==> src/core/wait_state_pkg.sv <==
// Package with register map, field layout and reset values of the wait-state generator.
package wait_state_pkg;

    // ------------------------------------------------------------
    // Register offsets in the memory-mapped register space
    // ------------------------------------------------------------
    localparam logic [15:0] WAIT_COUNT_OFS = 16'h0028;
    localparam logic [15:0] WAIT_CONFIG_OFS = 16'h002B;

    // ------------------------------------------------------------
    // Reset values
    // ------------------------------------------------------------
    localparam logic [15:0] WAIT_COUNT_RST = 16'h7FFF;
    localparam logic [15:0] WAIT_CONFIG_RST = 16'h0000;

    // ------------------------------------------------------------
    // Field positions of the wait count and config registers and the access address split
    // ------------------------------------------------------------
    localparam int RANGE_SEL_BIT = 15;
    localparam int IO_LSB = 12;
    localparam int DATA_HI_LSB = 9;
    localparam int DATA_LO_LSB = 6;
    localparam int PROG_HI_LSB = 3;
    localparam int PROG_LO_LSB = 0;
    localparam int FIELD_W = 3;
    localparam int MULT_BIT = 0;
    localparam int SPLIT_BIT = 15;

    // ------------------------------------------------------------
    // Limits and encodings
    // ------------------------------------------------------------
    localparam logic [3:0] MAX_WAITS = 4'hE;

    typedef enum logic [1:0] {
        SPACE_PROG = 2'b00,
        SPACE_DATA = 2'b01,
        SPACE_IO = 2'b10
    } space_e;

    typedef enum logic [1:0] {
        ST_IDLE = 2'b00,
        ST_COUNT = 2'b01
    } wait_state_e;

endpackage : wait_state_pkg

==> src/core/wait_if.sv <==
// Interface between the register side and the wait counter.
`timescale 1ns/100ps
interface wait_if;
    logic start;
    logic [3:0] count;
    logic readySync;
    logic done;
    logic busy;

    modport ctrl (output start, output count, output readySync, input done, input busy);
    modport counter (input start, input count, input readySync, output done, output busy);
endinterface : wait_if

==> src/core/wait_state_generator.sv <==
// Software-programmable wait-state generator for the external bus.
// What this block does
// - Stretch external cycles up to fourteen waits.
// - Withheld ready keeps extending the cycle.
// - All-zero counts gate off counter clocking.
// - Fifteen low bits hold five counts.
// - Multiplier bit doubles counts, reset clear.
// - Seven waits on every access after reset.
// - Bit 15 selects program range mapping.
// - Bits 14..12 set I/O count.
// - Bits 11..9 set upper data count.
// - Bits 8..6 set lower data count.
// - Bits 5..3 upper program page, range-select 0.
// - Bits 2..0 lower page or whole space.
// - Config bits 15..1 read zero, ignore writes.
`timescale 1ns/100ps
module wait_state_generator
    import wait_state_pkg::*;
#(
    parameter int PROG_ADDR_W = 20
)
(
    input wire logic ref_clk,
    input wire logic rst_b,
    input wire logic regSel,
    input wire logic regWrite,
    input wire logic [15:0] regAddr,
    input wire logic [15:0] regWdata,
    output logic [15:0] regRdata,
    input wire logic accessStart,
    input wire logic [1:0] accessSpace,
    input wire logic [PROG_ADDR_W-1:0] accessAddr,
    input wire logic readyIn,
    output logic accessDone,
    output logic accessBusy,
    output logic wsClkEn
);

    // ------------------------------------------------------------
    // Reset release and ready synchroniser
    // ------------------------------------------------------------
    logic rstMeta_r;
    logic rstSync_r;
    logic readyMeta_r;
    logic readySync_r;

    always_ff @(posedge ref_clk or negedge rst_b)
    begin
        if (!rst_b)
        begin
            rstMeta_r <= 1'b0;
            rstSync_r <= 1'b0;
        end
        else
        begin
            rstMeta_r <= 1'b1;
            rstSync_r <= rstMeta_r;
        end
    end

    always_ff @(posedge ref_clk or negedge rstSync_r)
    begin
        if (!rstSync_r)
        begin
            readyMeta_r <= 1'b0;
            readySync_r <= 1'b0;
        end
        else
        begin
            readyMeta_r <= readyIn;
            readySync_r <= readyMeta_r;
        end
    end

    // ------------------------------------------------------------
    // Registers
    // ------------------------------------------------------------
    logic [15:0] countReg_r;
    logic [15:0] configReg_r;
    logic [15:0] regRdata_r;
    logic countHit;
    logic configHit;

    assign countHit = regSel && (regAddr == WAIT_COUNT_OFS);
    assign configHit = regSel && (regAddr == WAIT_CONFIG_OFS);

    always_ff @(posedge ref_clk or negedge rstSync_r)
    begin
        if (!rstSync_r)
        begin
            countReg_r <= WAIT_COUNT_RST;
        end
        else if (countHit && regWrite)
        begin
            countReg_r <= regWdata;
        end
    end

    always_ff @(posedge ref_clk or negedge rstSync_r)
    begin
        if (!rstSync_r)
        begin
            configReg_r <= WAIT_CONFIG_RST;
        end
        else if (configHit && regWrite)
        begin
            configReg_r <= {15'h0000, regWdata[MULT_BIT]};
        end
    end

    // Unmapped addresses read as zero so software probing sees a defined value.
    always_ff @(posedge ref_clk or negedge rstSync_r)
    begin
        if (!rstSync_r)
        begin
            regRdata_r <= 16'h0000;
        end
        else if (regSel && !regWrite)
        begin
            regRdata_r <= countHit ? countReg_r : (configHit ? configReg_r : 16'h0000);
        end
    end

    assign regRdata = regRdata_r;

    // ------------------------------------------------------------
    // Count selection
    // ------------------------------------------------------------
    function automatic logic [2:0] field(input logic [15:0] reg_v, input int lsb);
        field = reg_v[lsb +: FIELD_W];
    endfunction : field

    function automatic logic [2:0] selectBase(input logic [15:0] reg_v, input logic [1:0] space,
                                              input logic upper);
        logic [2:0] base;
        base = field(reg_v, IO_LSB);
        if (space == SPACE_DATA)
        begin
            base = upper ? field(reg_v, DATA_HI_LSB) : field(reg_v, DATA_LO_LSB);
        end
        else if (space == SPACE_PROG)
        begin
            base = (upper && !reg_v[RANGE_SEL_BIT]) ? field(reg_v, PROG_HI_LSB) : field(reg_v, PROG_LO_LSB);
        end
        selectBase = base;
    endfunction : selectBase

    logic [2:0] baseCount;
    logic [3:0] scaledCount;
    logic allZero;

    assign baseCount = selectBase(countReg_r, accessSpace, accessAddr[SPLIT_BIT]);

    assign scaledCount = configReg_r[MULT_BIT] ? {baseCount, 1'b0} : {1'b0, baseCount};

    // all ranges zero means gate off
    assign allZero = (countReg_r[14:0] == 15'h0000);

    always_ff @(posedge ref_clk or negedge rstSync_r)
    begin
        if (!rstSync_r)
        begin
            wsClkEn <= 1'b1;
        end
        else
        begin
            wsClkEn <= !allZero;
        end
    end

    // ------------------------------------------------------------
    // Counter
    // ------------------------------------------------------------
    wait_if ifc ();

    // With the counter gated off every access costs zero waits; ready still applies.
    assign ifc.start = accessStart;
    assign ifc.count = wsClkEn ? scaledCount : 4'h0;
    assign ifc.readySync = readySync_r;
    assign accessDone = ifc.done;
    assign accessBusy = ifc.busy;

    wait_counter counter_i (
        .ref_clk(ref_clk),
        .rstSync(rstSync_r),
        .ifc(ifc)
    );
endmodule : wait_state_generator

==> src/core/wait_counter.sv <==
// Wait counter that stretches one external bus cycle.
`timescale 1ns/100ps
module wait_counter
    import wait_state_pkg::*;
(
    input wire logic ref_clk,
    input wire logic rstSync,
    wait_if.counter ifc
);

    wait_state_e state_r;
    logic [3:0] remain_r;
    logic done_r;
    logic busy_r;

    // Busy is its own flop so the top-level output comes straight from a register.
    assign ifc.done = done_r;
    assign ifc.busy = busy_r;

    always_ff @(posedge ref_clk or negedge rstSync)
    begin
        if (!rstSync)
        begin
            state_r <= ST_IDLE;
            remain_r <= 4'h0;
            done_r <= 1'b0;
            busy_r <= 1'b0;
        end
        else
        begin
            done_r <= 1'b0;
            unique case (state_r)
                ST_IDLE:
                begin
                    if (ifc.start)
                    begin
                        remain_r <= ifc.count;
                        state_r <= ST_COUNT;
                        busy_r <= 1'b1;
                    end
                end
                ST_COUNT:
                begin
                    if (remain_r != 4'h0)
                    begin
                        remain_r <= remain_r - 4'h1;
                    end
                    else if (ifc.readySync)
                    begin
                        done_r <= 1'b1;
                        state_r <= ST_IDLE;
                        busy_r <= 1'b0;
                    end
                end
                default:
                begin
                    state_r <= ST_IDLE;
                    busy_r <= 1'b0;
                end
            endcase
        end
    end
endmodule : wait_counter

==> config.mk <==
export PLATFORM = sky130hd
export DESIGN_NAME = wait_state_generator
export DESIGN_NICKNAME = d
export VERILOG_FILES = /design/src/core/wait_state_pkg.sv /design/src/core/wait_if.sv /design/src/core/wait_state_generator.sv /design/src/core/wait_counter.sv
export SDC_FILE = /design/constraint.sdc
export NUM_CORES = 1
export LEC_CHECK = 0
export BUFFER_PORTS_ARGS = -buffer_cell sky130_fd_sc_hd__buf_2
export CELL_PAD_IN_SITES_DETAIL_PLACEMENT = 1
export CELL_PAD_IN_SITES_GLOBAL_PLACEMENT = 1
export CORE_ASPECT_RATIO = 2
export CORE_UTILIZATION = 34
export DETAILED_ROUTE_END_ITERATION = 7
export GPL_TIMING_DRIVEN = 0
export PLACE_DENSITY = 0.85
export SYNTH_ARGS = -nofsm -noshare
export SYNTH_HDL_FRONTEND = slang
export SYNTH_HIERARCHICAL = 1
export SYNTH_SLANG_ARGS = --single-unit
==> constraint.sdc <==
create_clock -name ref_clk -period 1.2 [get_ports ref_clk]
set_clock_uncertainty 0.05 [all_clocks]
set_input_delay 0.36 -clock ref_clk [delete_from_list [all_inputs] [get_ports ref_clk]]
set_output_delay 0.36 -clock ref_clk [all_outputs]
set_load 0.02 [all_outputs]
==> flow_summary.toml <==
[sta]
tightest_slew_ps = 898
drv_slew = 0
finalHoldViolCount = 0
min_period_ps = 1830
tns_ps = -16290
setup_viol = 56
max_freq_ghz = 0.546
setup_slack_ps = -630
slew_headroom = 0.402
grt_setup_unrepaired = "true"
period_share = 1.53

[global_routing]
grt_pass1_wl_mm = 9.11
antenna_found_initial = 1
overflow = 0
grt_max_degree = 43
grtUsageTotal = 0.196
grt_pass1_vias = 1757

[layout]
fin_util = 0.533
final_cell_mix = "buf_2, buf_6, dfrtp_1, buf_4, dfstp_2"
fin_nets = 299
syn_to_final_growth_pct = 51.8
drive_above_1_share = 0.636
final_cells = 301
final_common_cell = "buf_2"

[clock_tree]
h-tree-depth = 2
clockBufferDepth = 2
cts_tree = "yes"
cts_sinks = 44
cts_buffers = 5
cts_root_buf = "clkbuf_16"
clk_pin_slew_worst_paths_ps = 60
clk_latency_ps = 290

[power_and_ir_drop]
p_leak_nw = 1.46
irDropWorstVdd_uv = 1440
power_density_mw_per_mm2 = 1350

[synth]
synth_compound_area_frac = 0.108
syn_area_mm2 = 0.00201
synth_xor_area_frac = 0
synth-edff-count = 0
synthAdderAreaFrac = 0.00624
synth_cell_types = 36
synth_ff_type = "dfrtp_1"
yosysSeqAreaShare = 0.559
yosysWarnings = 6
synth_seq_cells = 44
syn_area_per_cell_um2 = 13.7
synth_top_family_by_area = "multiplexers"
ys_async_sr_fraction = 1.00
muxShareOfSynthArea = 0.164
synth-simple-area-share = 0.130
synthesis.nets = 207
synth_cells = 146

[place]
place.gp.congestion = 0.729
numPortBuffers = 59
dp_cells = 266
dp_hpwl_mm = 3.83

[die]
ios = 79
die-area_mm2 = 0.00623
start_util = 0.351
die_x_um = 56.3
core_area_mm2 = 0.00571
die_h_um = 111
core.rowCount = 39

[routing]
wl_per_cell_um = 19.3
drc_errors = 0
vias_per_cell = 5.26
drt_wl_total_mm = 5.81
drt-pass1-iter-count = 4
ant_nets = 0
dr_total_vias = 1582
drt_iter0_drc = 20

[critical_path]
crit_path_end_kind = "flop"
ff2ff_setup_slack_ps = -500
cp.arrival_ps = 2000
startpoint_type = "primary input"
critPathKind = "primary input to flop"
required_ps = 1370
critical_path.max_fanout = 7

[flow_run]
cap_viol_max_count = 0

[worst_hold_path]
hold_path.class = "primary input to flop"

[run_status]
status = "finished, violations left"
violations = "negative setup slack"
## report_power, final
part / internal, mW / total (mW) / leakage (nW) / switching (mW)
Sequential: 1.59 / 1.71 / 0.534 / 0.119
Clock: 0.979 / 1.53 / 0.0808 / 0.555
Combinational: 0.486 / 0.873 / 0.847 / 0.388
## layer usage
metal | up-vias | GRT usage | wire [µm]
met5 | - | 0 | 0
li1 | 731 | - | -
met1 | 808 | 0.209 | 2090
met4 | 0 | 0.0911 | 198
met3 | 12 | 0.0398 | 146
met2 | 31 | 0.358 | 3380
## kinds of logic after synthesis
group / Yosys count
adder cells (fa/ha/maj): 1
flip-flops: 44
other: 1
buffers and inverters: 8
AO/OA/AOI/OAI: 26
multiplexers: 27
AND/OR/NAND/NOR: 39
## final cells by class
type                       count  area, µm²
multi-input combinational     94        940
tap                           61       76.3
buffer                         5       62.6
clock inverter                 2       35.0
timing repair buffer          86        669
inverter                       2       7.51
clock buffer                   6        129
sequential                    44       1120
fill                         613       2670
antenna                        1       2.50
## synthesized netlist by cell type, drive strengths merged, types with 2 or more instances
cell type,count,share of area
nand2b,3,0.0094
nand2,3,0.0056
a22o,15,0.066
nor3,2,0.0050
a221o,3,0.015
nor2b,6,0.019
nand4,2,0.0062
o22ai,2,0.0062
dfrtp,28,0.35
a31oi,2,0.0062
inv,2,0.0037
clkbuf,2,0.0037
mux2i,10,0.050
nor4b,2,0.015
dfstp,16,0.21
nor4,5,0.019
mux2,17,0.11
buf,4,0.024
nor2,8,0.015
and4bb,2,0.012
## critical path, stage by stage
cell and delay [ps]:
buf_2 110, nor4_4 230, nand4_1 170, or4b_4 520
buf_8 160, buf_16 140, mux2_4 300
## path summary, 6_finish.rpt
kind                                 from  depth (start not counted)               endpoint
min reg2reg                     rstMeta_r                          0              rstSync_r
min                               readyIn                          1            readyMeta_r
min in group asynchronous       rstSync_r                          0            readyMeta_r
max                            regAddr[8]                          7         countReg_r[14]
max in group asynchronous       rstSync_r                          0           regRdata[15]
max reg2reg                countReg_r[15]                          7  counter_i/remain_r[3]
## per-stage QoR
stage	setup slack [ps]	hold WS, ps	power, mW	cell area, µm²
6_report	-630	134	4.11	3040
5_1_grt	-670	127	4.28	3040
4_1_cts	-677	136	4.07	2940
3_5_place_dp	-1210	97.0	2.36	2390
3_3_place_gp	-1170	94.6	2.32	2390
2_1_floorplan	-766	14.4	2.14	2020
## state kept, by name (all words and copies together) (netlist names)
register,flops
readyMeta_r,1
counter_i/ifc.busy,1
rstMeta_r,1
counter_i/remain_r,4
countReg_r,16
wsClkEn,1
configReg_r,1
counter_i/ifc.done,1
regRdata,16
rstSync_r,1
ifc.readySync,1
## repair_timing
action,CTS,global route
endpoints found under the setup margin,58,57
pin swaps,9,7
buffers inserted,16,8
hold endpoints to repair,2,0
hold buffers,1,0
gates cloned,1,1
resized for setup,62,9
No activity file was read; power rests on OpenSTA's default activity.
